### config.mk
export PLATFORM = sky130hd
export DESIGN_NAME = nfs_status_protect
export DESIGN_NICKNAME = d
export VERILOG_FILES = /design/src/rtl/nfs_pkg.sv /design/src/rtl/nfs_status_protect.sv /design/src/rtl/nfs_sync.sv /design/src/rtl/nfs_region_guard.sv
export SDC_FILE = /design/constraint.sdc
export NUM_CORES = 1
export LEC_CHECK = 0
export ABC_CLOCK_PERIOD_IN_PS = 4100
export BUFFER_PORTS_ARGS = -buffer_cell sky130_fd_sc_hd__buf_4
export CAP_MARGIN = 15
export CORE_MARGIN = 2
export CORE_UTILIZATION = 60
export CTS_BUF_LIST = sky130_fd_sc_hd__clkbuf_8
export DETAILED_ROUTE_END_ITERATION = 8
export GPL_TIMING_DRIVEN = 0
export PLACE_DENSITY = 0.82
export SLEW_MARGIN = 20
export SYNTH_ARGS = -nofsm -noshare
export SYNTH_HDL_FRONTEND = slang
export SYNTH_SLANG_ARGS = --single-unit
### constraint.sdc
create_clock -name clock -period 4.1 [get_ports clock]
set_input_delay 0.205 -clock clock [delete_from_list [all_inputs] [get_ports clock]]
set_output_delay 0.205 -clock clock [all_outputs]
set_load 0.02 [all_outputs]
### src/rtl/nfs_pkg.sv
package nfs_pkg;

  // command opcodes (4-byte address forms for array commands)
  localparam logic [7:0] NFS_CMD_WREN  = 8'h06;
  localparam logic [7:0] NFS_CMD_WRDI  = 8'h04;
  localparam logic [7:0] NFS_CMD_RDSR  = 8'h05;
  localparam logic [7:0] NFS_CMD_WRSR  = 8'h01;
  localparam logic [7:0] NFS_CMD_RDFS  = 8'h70;
  localparam logic [7:0] NFS_CMD_PROG  = 8'h12;
  localparam logic [7:0] NFS_CMD_SE    = 8'hDC;
  localparam logic [7:0] NFS_CMD_SS32  = 8'h5C;
  localparam logic [7:0] NFS_CMD_SS4   = 8'h21;
  localparam logic [7:0] NFS_CMD_DIE   = 8'hC4;

  // status byte layout
  localparam int unsigned NFS_SR_SRWD_BIT = 7;
  localparam int unsigned NFS_SR_BP3_BIT  = 6;
  localparam int unsigned NFS_SR_TB_BIT   = 5;
  localparam int unsigned NFS_SR_BP_LO    = 2;
  localparam int unsigned NFS_SR_BP_HI    = 4;
  localparam int unsigned NFS_SR_WEL_BIT  = 1;
  localparam int unsigned NFS_SR_WIP_BIT  = 0;
  localparam logic [7:0]  NFS_SR_NV_MASK  = 8'hFC;
  localparam logic [7:0]  NFS_SR_NV_RESET = 8'h00;

  // flag status byte layout
  localparam int unsigned NFS_FS_READY_BIT = 7;
  localparam int unsigned NFS_FS_ADDR4_BIT = 0;

  // memory map
  localparam int unsigned NFS_ADDR_W       = 27;
  localparam logic [26:0] NFS_ADDR_LAST    = 27'h7FF_FFFF;
  localparam int unsigned NFS_SECTOR_SHIFT = 16;
  localparam int unsigned NFS_SECTOR_W     = 11;
  localparam logic [11:0] NFS_SECTOR_COUNT = 12'h800;
  localparam logic [3:0]  NFS_BP_ALL       = 4'hC;

  // frame bit counts (last bit index of each phase)
  localparam logic [5:0] NFS_LAST_BYTE_BIT = 6'h07;
  localparam logic [5:0] NFS_LAST_ADDR_BIT = 6'h1F;

  // default busy times in core clock cycles
  localparam logic [31:0] NFS_T_WRSR_CYC  = 32'h0000_0100;
  localparam logic [31:0] NFS_T_PROG_CYC  = 32'h0000_0400;
  localparam logic [31:0] NFS_T_SUB_CYC   = 32'h0000_2000;
  localparam logic [31:0] NFS_T_SECT_CYC  = 32'h0000_8000;
  localparam logic [31:0] NFS_T_DIE_CYC   = 32'h0002_0000;

  typedef enum logic [2:0]
  {
    NFS_ST_IDLE = 3'b000,
    NFS_ST_CMD  = 3'b001,
    NFS_ST_ADDR = 3'b010,
    NFS_ST_DATA = 3'b011,
    NFS_ST_READ = 3'b100,
    NFS_ST_SKIP = 3'b101
  } nfs_state_e;

  typedef enum logic [2:0]
  {
    NFS_OP_NONE = 3'b000,
    NFS_OP_WRSR = 3'b001,
    NFS_OP_PROG = 3'b010,
    NFS_OP_SE   = 3'b011,
    NFS_OP_SS32 = 3'b100,
    NFS_OP_SS4  = 3'b101,
    NFS_OP_DIE  = 3'b110
  } nfs_op_e;

endpackage : nfs_pkg

### src/rtl/nfs_status_protect.sv
// Functional notes
// [RL1] read-status returns the status byte; write-status loads it from frame data.
// [RL2] disable bit set with write-protect low freezes nonvolatile bits; write-status ignored.
// [RL3] only raising write-protect or a reset leaves the frozen state; no command releases it.
// [RL4] bit 7 is the nonvolatile write-disable bit, default 0 meaning writes allowed.
// [RL5] bit 5 anchors the protected region: 0 top (default), 1 bottom.
// [RL6] block-protect bits at 6 and 4:2 bar program and erase in their region.
// [RL7] bit 1 is the write-enable latch; modifying commands need it set.
// [RL8] the write-enable latch comes up cleared after every reset.
// [RL9] bit 0 reads 1 while a write, program or erase cycle runs, else 0.
// [RL10] die erase runs only when every block-protect bit is 0.
// [RL11] status bit 0 is always the inverse of flag status bit 7.
// [RL12] byte addresses up to the last map to 64KB sectors in ascending order.
// [RL13] flag status bit 7 reads 0 while busy and 1 when ready.
// [RL14] the write-enable latch clears when a modifying operation ends or is refused.
// [RL15] new nonvolatile values take effect only when the write cycle ends.
`timescale 1ns/100ps
module nfs_status_protect
  import nfs_pkg::*;
#(
  parameter logic [31:0] T_WRSR_CYC = NFS_T_WRSR_CYC,
  parameter logic [31:0] T_PROG_CYC = NFS_T_PROG_CYC,
  parameter logic [31:0] T_SUB_CYC  = NFS_T_SUB_CYC,
  parameter logic [31:0] T_SECT_CYC = NFS_T_SECT_CYC,
  parameter logic [31:0] T_DIE_CYC  = NFS_T_DIE_CYC
)
(
  // core clock and reset
  input  wire logic                  clock,
  input  wire logic                  rst_b,
  // serial link pins
  input  wire logic                  link_clk,
  input  wire logic                  link_sel_b,
  input  wire logic                  link_din,
  output logic                       link_dout,
  output logic                       link_dout_oe,
  input  wire logic                  wp_b,
  // array side
  output logic                       array_op_start,
  output logic [2:0]                 array_op,
  output logic [NFS_ADDR_W-1:0]      array_addr,
  // status view
  output logic [7:0]                 status_byte,
  output logic [7:0]                 flag_byte,
  output logic                       busy
);

  logic                      clk_s;
  logic                      sel_b_s;
  logic                      din_s;
  logic                      wp_b_s;
  logic                      clk_d_reg;
  logic                      sel_d_reg;
  logic                      link_rise;
  logic                      link_fall;
  logic                      sel_fall;
  logic                      sel_rise;
  nfs_state_e                state_reg;
  logic [7:0]                cmd_reg;
  logic [31:0]               addr_reg;
  logic [7:0]                data_reg;
  logic [5:0]                bit_cnt_reg;
  logic                      armed_reg;
  logic                      rd_flag_reg;
  logic [2:0]                rd_idx_reg;
  logic [7:0]                rd_byte;
  logic [7:0]                nv_reg;
  logic [7:0]                pend_nv_reg;
  logic                      wel_reg;
  logic [31:0]               busy_cnt_reg;
  nfs_op_e                   op_reg;
  nfs_op_e                   req_op;
  logic [31:0]               dur;
  logic [3:0]                bp;
  logic                      frozen;
  logic                      blocked;
  logic                      exec;
  logic                      req_ok;
  logic                      start;
  logic                      reject;
  logic                      finish;
  logic [NFS_SECTOR_W-1:0]   sector;

  // pins cross into the core clock before anything looks at them
  nfs_sync #(.W(4), .RST_VAL(4'h5)) u_sync
  (
    .clock (clock),
    .rst_b (rst_b),
    .din   ({link_clk, link_sel_b, link_din, wp_b}),
    .dout  ({clk_s, sel_b_s, din_s, wp_b_s})
  );

  always_ff @(posedge clock or negedge rst_b)
  begin
    if (!rst_b)
    begin
      clk_d_reg <= 1'b0;
      sel_d_reg <= 1'b1;
    end
    else
    begin
      clk_d_reg <= clk_s;
      sel_d_reg <= sel_b_s;
    end
  end

  assign link_rise = clk_s & ~clk_d_reg & ~sel_b_s;
  assign link_fall = ~clk_s & clk_d_reg & ~sel_b_s;
  assign sel_fall  = ~sel_b_s & sel_d_reg;
  assign sel_rise  = sel_b_s & ~sel_d_reg;

  // frame decoder: commands run when select rises, so a cut-short frame does nothing
  always_ff @(posedge clock or negedge rst_b)
  begin
    if (!rst_b)
    begin
      state_reg   <= NFS_ST_IDLE;
      cmd_reg     <= 8'h00;
      addr_reg    <= 32'h0000_0000;
      data_reg    <= 8'h00;
      bit_cnt_reg <= 6'h00;
      armed_reg   <= 1'b0;
      rd_flag_reg <= 1'b0;
    end
    else if (sel_fall)
    begin
      state_reg   <= NFS_ST_CMD;
      bit_cnt_reg <= 6'h00;
      armed_reg   <= 1'b0;
    end
    else if (sel_b_s)
      state_reg <= NFS_ST_IDLE;
    else if (link_rise)
    begin
      case (state_reg)
        NFS_ST_CMD:
        begin
          cmd_reg     <= {cmd_reg[6:0], din_s};
          bit_cnt_reg <= bit_cnt_reg + 6'h01;
          if (bit_cnt_reg == NFS_LAST_BYTE_BIT)
          begin
            bit_cnt_reg <= 6'h00;
            case ({cmd_reg[6:0], din_s})
              NFS_CMD_RDSR, NFS_CMD_RDFS:
              begin
                state_reg   <= NFS_ST_READ; // [RL1]
                rd_flag_reg <= ({cmd_reg[6:0], din_s} == NFS_CMD_RDFS);
              end
              NFS_CMD_WRSR:
                state_reg <= NFS_ST_DATA;
              NFS_CMD_PROG, NFS_CMD_SE, NFS_CMD_SS32, NFS_CMD_SS4:
                state_reg <= NFS_ST_ADDR;
              NFS_CMD_WREN, NFS_CMD_WRDI, NFS_CMD_DIE:
              begin
                state_reg <= NFS_ST_SKIP;
                armed_reg <= 1'b1;
              end
              default:
                state_reg <= NFS_ST_SKIP;
            endcase
          end
        end
        NFS_ST_ADDR:
        begin
          addr_reg    <= {addr_reg[30:0], din_s};
          bit_cnt_reg <= bit_cnt_reg + 6'h01;
          if (bit_cnt_reg == NFS_LAST_ADDR_BIT)
          begin
            state_reg <= NFS_ST_SKIP;
            armed_reg <= 1'b1;
          end
        end
        NFS_ST_DATA:
        begin
          data_reg    <= {data_reg[6:0], din_s}; // [RL1]
          bit_cnt_reg <= bit_cnt_reg + 6'h01;
          if (bit_cnt_reg == NFS_LAST_BYTE_BIT)
          begin
            state_reg <= NFS_ST_SKIP;
            armed_reg <= 1'b1;
          end
        end
        default:
          state_reg <= state_reg;
      endcase
    end
  end

  // read-out repeats the live byte for as long as the frame lasts
  assign rd_byte = rd_flag_reg ? flag_byte : status_byte;

  always_ff @(posedge clock or negedge rst_b)
  begin
    if (!rst_b)
    begin
      link_dout  <= 1'b0;
      rd_idx_reg <= 3'h0;
    end
    else if (sel_fall)
      rd_idx_reg <= 3'h0;
    else if (state_reg == NFS_ST_READ && link_fall)
    begin
      link_dout  <= rd_byte[3'h7 - rd_idx_reg]; // [RL1]
      rd_idx_reg <= rd_idx_reg + 3'h1;
    end
  end

  assign link_dout_oe = (state_reg == NFS_ST_READ);

  assign bp     = {nv_reg[NFS_SR_BP3_BIT], nv_reg[NFS_SR_BP_HI:NFS_SR_BP_LO]};
  assign frozen = nv_reg[NFS_SR_SRWD_BIT] & ~wp_b_s; // [RL2] [RL3] [RL4]
  assign sector = addr_reg[NFS_SECTOR_SHIFT +: NFS_SECTOR_W]; // [RL12]
  assign busy   = (busy_cnt_reg != 32'h0000_0000);
  assign finish = (busy_cnt_reg == 32'h0000_0001);

  nfs_region_guard u_guard
  (
    .bp         (bp),
    .top_bottom (nv_reg[NFS_SR_TB_BIT]), // [RL5]
    .sector     (sector),
    .die        (req_op == NFS_OP_DIE),
    .blocked    (blocked)
  );

  // nothing but reads is obeyed while a cycle runs
  always_comb
  begin
    exec = sel_rise & armed_reg & ~busy;
    case (cmd_reg)
      NFS_CMD_WRSR: req_op = NFS_OP_WRSR;
      NFS_CMD_PROG: req_op = NFS_OP_PROG;
      NFS_CMD_SE:   req_op = NFS_OP_SE;
      NFS_CMD_SS32: req_op = NFS_OP_SS32;
      NFS_CMD_SS4:  req_op = NFS_OP_SS4;
      NFS_CMD_DIE:  req_op = NFS_OP_DIE;
      default:      req_op = NFS_OP_NONE;
    endcase
    case (req_op)
      NFS_OP_WRSR: dur = T_WRSR_CYC;
      NFS_OP_PROG: dur = T_PROG_CYC;
      NFS_OP_SE:   dur = T_SECT_CYC;
      NFS_OP_DIE:  dur = T_DIE_CYC;
      default:     dur = T_SUB_CYC;
    endcase
    req_ok = wel_reg & ~blocked & ~((req_op == NFS_OP_WRSR) & frozen); // [RL2] [RL6] [RL7]
    start  = exec & (req_op != NFS_OP_NONE) & req_ok;
    reject = exec & (req_op != NFS_OP_NONE) & ~req_ok;
  end

  always_ff @(posedge clock or negedge rst_b)
  begin
    if (!rst_b)
      wel_reg <= 1'b0; // [RL8]
    else if (finish || reject || (exec && cmd_reg == NFS_CMD_WRDI))
      wel_reg <= 1'b0; // [RL14]
    else if (exec && cmd_reg == NFS_CMD_WREN)
      wel_reg <= 1'b1; // [RL7]
  end

  always_ff @(posedge clock or negedge rst_b)
  begin
    if (!rst_b)
    begin
      busy_cnt_reg <= 32'h0000_0000;
      op_reg       <= NFS_OP_NONE;
      pend_nv_reg  <= NFS_SR_NV_RESET;
    end
    else if (start)
    begin
      busy_cnt_reg <= dur; // [RL9]
      op_reg       <= req_op;
      pend_nv_reg  <= data_reg & NFS_SR_NV_MASK;
    end
    else if (busy)
      busy_cnt_reg <= busy_cnt_reg - 32'h0000_0001;
  end

  // reset stands in for a power cycle: stored settings come back at their defaults
  always_ff @(posedge clock or negedge rst_b)
  begin
    if (!rst_b)
      nv_reg <= NFS_SR_NV_RESET; // [RL4] [RL5]
    else if (finish && op_reg == NFS_OP_WRSR)
      nv_reg <= pend_nv_reg; // [RL15] [RL1]
  end

  always_ff @(posedge clock or negedge rst_b)
  begin
    if (!rst_b)
    begin
      array_op_start <= 1'b0;
      array_op       <= NFS_OP_NONE;
      array_addr     <= '0;
    end
    else
    begin
      array_op_start <= start & (req_op != NFS_OP_WRSR);
      if (start)
      begin
        array_op   <= req_op;
        array_addr <= addr_reg[NFS_ADDR_W-1:0] & NFS_ADDR_LAST; // [RL12]
      end
    end
  end

  assign status_byte = {nv_reg[7:2], wel_reg, busy}; // [RL9]
  assign flag_byte   = {~busy, 6'h00, 1'b1}; // [RL13] [RL11]
endmodule : nfs_status_protect

### src/rtl/nfs_sync.sv
`timescale 1ns/100ps
module nfs_sync
#(
  parameter int unsigned  W       = 1,
  parameter logic [W-1:0] RST_VAL = '0
)
(
  // clock and reset
  input  wire logic         clock,
  input  wire logic         rst_b,
  // asynchronous in, synchronous out
  input  wire logic [W-1:0] din,
  output logic      [W-1:0] dout
);

  logic [W-1:0] meta_reg;

  always_ff @(posedge clock or negedge rst_b)
  begin
    if (!rst_b)
    begin
      // reset level should be each pin's idle level, else a false edge follows reset
      meta_reg <= RST_VAL;
      dout     <= RST_VAL;
    end
    else
    begin
      meta_reg <= din;
      dout     <= meta_reg;
    end
  end

endmodule : nfs_sync

### src/rtl/nfs_region_guard.sv
`timescale 1ns/100ps
module nfs_region_guard
  import nfs_pkg::*;
(
  // protection settings
  input  wire logic [3:0]              bp,
  input  wire logic                    top_bottom,
  // target of the operation
  input  wire logic [NFS_SECTOR_W-1:0] sector,
  input  wire logic                    die,
  // verdict
  output logic                         blocked
);

  logic [11:0] span;
  logic [11:0] sect_ext;

  always_comb
  begin
    span     = 12'h001 << (bp - 4'h1);
    sect_ext = {1'b0, sector};
    if (die)
      blocked = (bp != 4'h0); // [RL10]
    else if (bp == 4'h0)
      blocked = 1'b0;
    else if (bp >= NFS_BP_ALL)
      blocked = 1'b1; // [RL6]
    else if (top_bottom)
      blocked = (sect_ext < span); // [RL6]
    else
      blocked = (sect_ext >= (NFS_SECTOR_COUNT - span)); // [RL6]
  end

endmodule : nfs_region_guard

== Word-level counts from Yosys, hierarchy flattened ==
Index checks and enable logic that the tools add are counted.
Widths: inputs -> output; s select.
Word-level totals
  register bits: 144
  bits of input ports: 6
  output and inout bits: 50
  logic and storage cells: 162
Cells by class
  add/subtract/negate cells: 6
  $lt $le $gt $ge: 4
  equal/unequal tests: 39
  shift operators: 1
  multiplexer cells: 36
  bitwise logic cells: 26
  reductions and logical operators: 30
Operators by type and width (count)
  $pmux 18 s4: 1
  $mux 32: 2
  $eq 8x3->1 const B: 5
  $eq 32x1->1 const B: 1
  $eq 8x8->1 const B: 4
  $reduce_bool 32->1: 1
  $sub 32x1->32 const B: 1
  $eq 8x7->1 const B: 3
  $mux 3: 8
  $mux 6: 4
  $pmux 3 s3: 2
  $pmux 3 s6: 1
  $and 1x1->1: 16
  $eq 8x1->1 const B: 2
  $eq 8x5->1 const B: 2
  $eq 8x6->1 const B: 2
  $mux 1: 14
  $eq 3x2->1 const B: 4
  $ge 11x12->1: 1
  $lt 11x12->1: 1
  $ne 4x3->1 const B: 3
  $pmux 6 s2: 1
  $reduce_and 4->1: 3
  $shl 1x4->12 const A: 1
  other kinds (34): 59

== Longest topological paths before layout ==
  depth after elaboration: 16
  gate-level depth with buffers: 16
  depth with buffers taken out: 13

== Modules after synthesis ==
A second synthesis with hierarchy kept.
Second synthesis, totals
  cell total of the unflattened synthesis: 628
  area, all modules: 7161.9 µm²
By module, submodules not included
  nfs_status_protect: times used 1, cells each 518, area each 6221.0 µm², seq. area each 3404.5 µm²
  nfs_region_guard: times used 1, cells each 102, area each 735.7 µm², seq. area each 0.0 µm²
  nfs_sync: times used 1, cells each 8, area each 205.2 µm², seq. area each 205.2 µm²

== Worst setup path before layout ==
No wires, ideal clock.
  path type: flip-flop to flip-flop
  start point: reg nv_reg[3]
  end point: reg array_addr[0]
  setup time: 125 ps
  arrival time: 3507 ps
  data required time: 3975 ps
  slack: 468 ps
  stages on the path, launching flop included: 16
  buffers on the path: 3
  period minus slack after synthesis: 3632 ps
  path through: dfrtp_1 -> clkbuf_1 -> nor2b_1 -> nand2_1 -> ha_1 -> clkbuf_1 -> a22oi_1 -> o21ai_0 -> ha_1 -> a211o_1 -> o211ai_1 -> a21oi_1 -> o31ai_1 -> o2111ai_4 -> buf_6 -> mux2_4
On the way
  cells in the longest elaborated chain, start to end: 12
  elaborated cells on any way between the ends: 16
  those cells by class: add/sub: 2; order compare: 3; shift: 1; mux: 4; bitwise: 4; reduce/logical: 2
RTL lines
  start, declared: line nfs_status_protect.sv:67  | logic [7:0] nv_reg;
  start signal, assigned: line nfs_status_protect.sv:284  | nv_reg <= pend_nv_reg;
  $sub 4x1->4: line nfs_region_guard.sv:20  | span = 12'h001 << (bp - 4'h1);
  $shl 1x4->12: line nfs_region_guard.sv:20
  $sub 12x12->12: line nfs_region_guard.sv:31  | blocked = (sect_ext >= (NFS_SECTOR_COUNT - span));
  $ge 11x12->1: line nfs_region_guard.sv:31
  $mux 1: line nfs_region_guard.sv:28  | else if (top_bottom)
  $mux 1: line nfs_region_guard.sv:26  | else if (bp >= NFS_BP_ALL)
  $mux 1: line nfs_region_guard.sv:24  | else if (bp == 4'h0)
  $mux 1 *: line nfs_region_guard.sv:22  | if (die)
  $not 1->1 *: line nfs_status_protect.sv:245  | req_ok = wel_reg & ~blocked & ~((req_op == NFS_OP_WRSR) & frozen);
  $and 1x1->1 * (2 in series): line nfs_status_protect.sv:245
  $and 1x1->1 *: line nfs_status_protect.sv:246  | start = exec & (req_op != NFS_OP_NONE) & req_ok;
  end signal, assigned: line nfs_status_protect.sv:301  | array_addr <= addr_reg[NFS_ADDR_W-1:0] & NFS_ADDR_LAST;
  end, declared: line nfs_status_protect.sv:41  | output logic [NFS_ADDR_W-1:0] array_addr,
Every way passes the cells marked *; elsewhere a longest branch is shown, timed or not.
A chain may end at the register's enable or synchronous reset.

== Worst setup path in the final report ==
  start point: reg nv_reg[6]
  end point: reg array_addr[21]
Same word-level chain as after synthesis.

==> results.yml <==
power:
  p_per_area_nw_per_um2: 393
  p_sw_share_pct: 29.9
  p_clk_share_pct: 33.2
  p_int_mw: 2.31
  irDropWorstVdd_uv: 275
  pwr-share-comb_pct: 14.6
  power.leakage_nw: 4.09
  p_switching_mw: 0.987
  p_seq_share_pct: 52.2
sta:
  holdWs_ns: 0.264
  postLayoutSetupSlackWorst_ns: 0.299
  worst_slew_pin_slew_ns: 0.708
  rsz0062_at_grt: "no"
  hold_viol: 0
  setup_violations: 0
  finClkSkew_ns: 0.0124
  min_period_ns: 3.80
  fmax_ghz: 0.263
  fin_crit_sh_pct: 92.7
  relSlewSlack_pct: 52.4
  finalMaxSlewViolations: 0
  finalSetupTns_ns: 0
status:
  outcome: "finished clean"
logic_synthesis:
  synth_area_leaders: "dfrtp_1 (47%), mux2_2 (8.6%), mux2_4 (6.7%)"
  synth.top_cells.by_count: "dfrtp_1 (139), mux2_2 (56), nor2_1 (52), nand2_1 (35), mux2_4 (33)"
  ys_warn_count: 0
  synth-edff-count: 0
  synth.distinct_cells: 70
  synth_cells: 629
  async_reset_ff_share_pct: 100
  yosysMostFrequentCell: "dfrtp_1"
  ys_ff_latch: 144
  synth_top_area_share_pct: 47.3
  syn_area_sq_um: 7350
  synth_ff_type: "dfrtp_1"
  seq_area_frac_synth_pct: 49.1
  syn_area_per_cell_sq_um: 11.7
  synth_top_cell_by_area: "dfrtp_1"
cts:
  cts-root-buf: "clkbuf_8"
  postCtsSetupRepairBufs: 0
  cts_buffer_depth: 2
  cts_inserted_buffers: 17
  clk_pin_slew_ns: 0.08
  worstSkewPairLatency_ns: 0.47
  cts_sinks: 144
  htreeDepth: 4
  cts_tree: "done"
setup_path:
  cp.arrival_ns: 4.15
  crit_required_ns: 4.45
  startpoint_type: "flip-flop"
  worst-setup-path-type: "flip-flop to flip-flop"
  crit_path_max_fanout: 10
  end_kind: "flip-flop"
floorplan:
  die-area_sq_um: 13200
  ioPinCount: 56
  start_util_pct: 61.4
  die_h_um: 115
  rows: 40
  coreArea_sq_um: 12000
  die_w_um: 115
route:
  vias: 4979
  totalWireLength_um: 14300
  drc: 0
  ant_nets: 0
  wl_per_cell_um: 16.6
  drt_iter0_drc: 355
  viasPerCell: 5.76
  first_pass_iters: 5
place:
  gp_congestion: 0.865
  post_dp_cell_area_sq_um: 7950
  port_buffers: 48
  pre_cts_ws_ns: -0.141
  dp_hpwl_um: 10200
grt:
  antenna_found_initial: 0
  grt_pass1_wl_um: 23800
  grt_remaining_overflow: 0
  grt_start_max_net_pins: 82
  grt_pass1_vias: 4982
  grtUsageTotal_pct: 23.4
final_layout:
  areaGrowthSynthToFinish_pct: 14.4
  largest_reg_flops: 32
  fillers: 861
  layout-drive-gt1-share_pct: 29.9
  fin_util_pct: 70.3
  nets: 740
  antenna_cells: 0
  finalInstanceArea_sq_um: 8410
hold_path:
  hp-class: "primary input to asynchronous set/reset pin"
run:
  cap_violations: 0
[stage by stage]
stage | power (mW) | cells
global route | 3.46 | 865
floorplan | 2.08 | 634
finish | 3.30 | 865
CTS | 3.32 | 867
global placement | 2.18 | 829
detailed placement | 2.22 | 830
[area by class of cell]
type | instances | area [sq um] | area share [%]
flip-flops and latches | 144 | 3610 | 43.0
multi-input cells | 442 | 3530 | 41.9
repair buffers | 54 | 445 | 5.30
clock buffers | 19 | 262 | 3.11
plain buffers | 32 | 199 | 2.37
well taps | 147 | 184 | 2.19
clock inverters | 13 | 128 | 1.52
inverters | 14 | 52.6 | 0.625
[repair_timing]
action / in CTS / in global routing
hold buffers: 5 / 0
pin swaps: 0 / 1
endpoints found under the setup margin: 35 / 40
gates resized for setup: 1 / 5
endpoints found under the hold margin: 67 / 0
[per-layer routing]
metal / vias up / wire length (um) / global-route usage [%]
met1: 2470 / 6640 / 30.3
li1: 2402 / - / -
met5: - / 0 / 0
met4: 0 / 291 / 9.51
met2: 84 / 6920 / 37.6
met3: 23 / 492 / 5.98
[kinds of logic (layout without fill, tap and decap cells)]
group / after synthesis / after routing / synth area share [%]
and+or+nand+nor: 197 / 197 / 14.1
muxes: 96 / 96 / 16.4
adders and majority gates: 29 / 29 / 4.94
other: 2 / 7 / 0.102
xor gates and xnor gates: 32 / 32 / 3.81
buffers and inverters: 48 / 132 / 3.51
DFF: 144 / 144 / 49.1
AOI/OAI and AO/OA: 81 / 81 / 7.97
[layout by cell type (no fill, tap or decap), drive strengths merged, types with 3 or more instances in the layout]
master | netlist | routed
xnor2 | 18 | 18
a21oi | 13 | 13
a31oi | 3 | 3
conb | 2 | 7
dlygate4sd3 | 0 | 5
ha | 29 | 29
xor2 | 14 | 14
o31ai | 4 | 4
nor4 | 6 | 6
nand3b | 5 | 5
clkinvlp | 0 | 5
or3 | 6 | 6
dfrtp | 139 | 139
nor2 | 53 | 53
nand4b | 5 | 5
clkbuf | 11 | 28
a21o | 3 | 3
clkinv | 1 | 5
mux2 | 89 | 89
and4b | 3 | 3
and3 | 3 | 3
mux2i | 6 | 6
nor2b | 10 | 10
nand3 | 23 | 23
o21ai | 25 | 25
and2 | 5 | 5
a211oi | 4 | 4
o211ai | 3 | 3
nand2 | 35 | 35
dfstp | 5 | 5
buf | 23 | 72
nand2b | 8 | 8
nand4 | 5 | 5
nor3 | 19 | 19
inv | 13 | 16
[worst paths after layout]
path / start / to / slack, ns / depth (start not counted)
max in group asynchronous: rst_b / u_sync.meta_reg[2] / 3.06 / 3
max: nv_reg[6] / array_addr[21] / 0.30 / 15
max reg2reg: nv_reg[6] / array_addr[21] / 0.30 / 15
min in group clock: u_sync.meta_reg[2] / u_sync.dout[2] / 0.36 / 0
min reg2reg: u_sync.meta_reg[2] / u_sync.dout[2] / 0.36 / 0
min: rst_b / addr_reg[21] / 0.26 / 2
[power groups by stage]
stage / Clock [mW] / Combinational, mW / Sequential (mW)
3_5_place_dp: 0 / 0.475 / 1.74
6_report: 1.10 / 0.480 / 1.72
2_1_floorplan: 0 / 0.364 / 1.71
5_1_grt: 1.18 / 0.540 / 1.74
3_3_place_gp: 0 / 0.447 / 1.73
4_1_cts: 1.12 / 0.480 / 1.72
[critical path, cell delays in order (launching register included)]
cell,delay [ns]
dfrtp_1,0.43
clkbuf_2,0.21
nor2_2,0.26
nand2_1,0.12
ha_1,0.21
clkbuf_1,0.21
a22oi_1,0.23
o21ai_0,0.14
ha_1,0.21
a211o_1,0.29
o211ai_1,0.10
a21oi_1,0.13
o31ai_4,0.33
o2111ai_4,0.27
buf_6,0.25
mux2_4,0.30
Power figures use the tool's default switching activity.
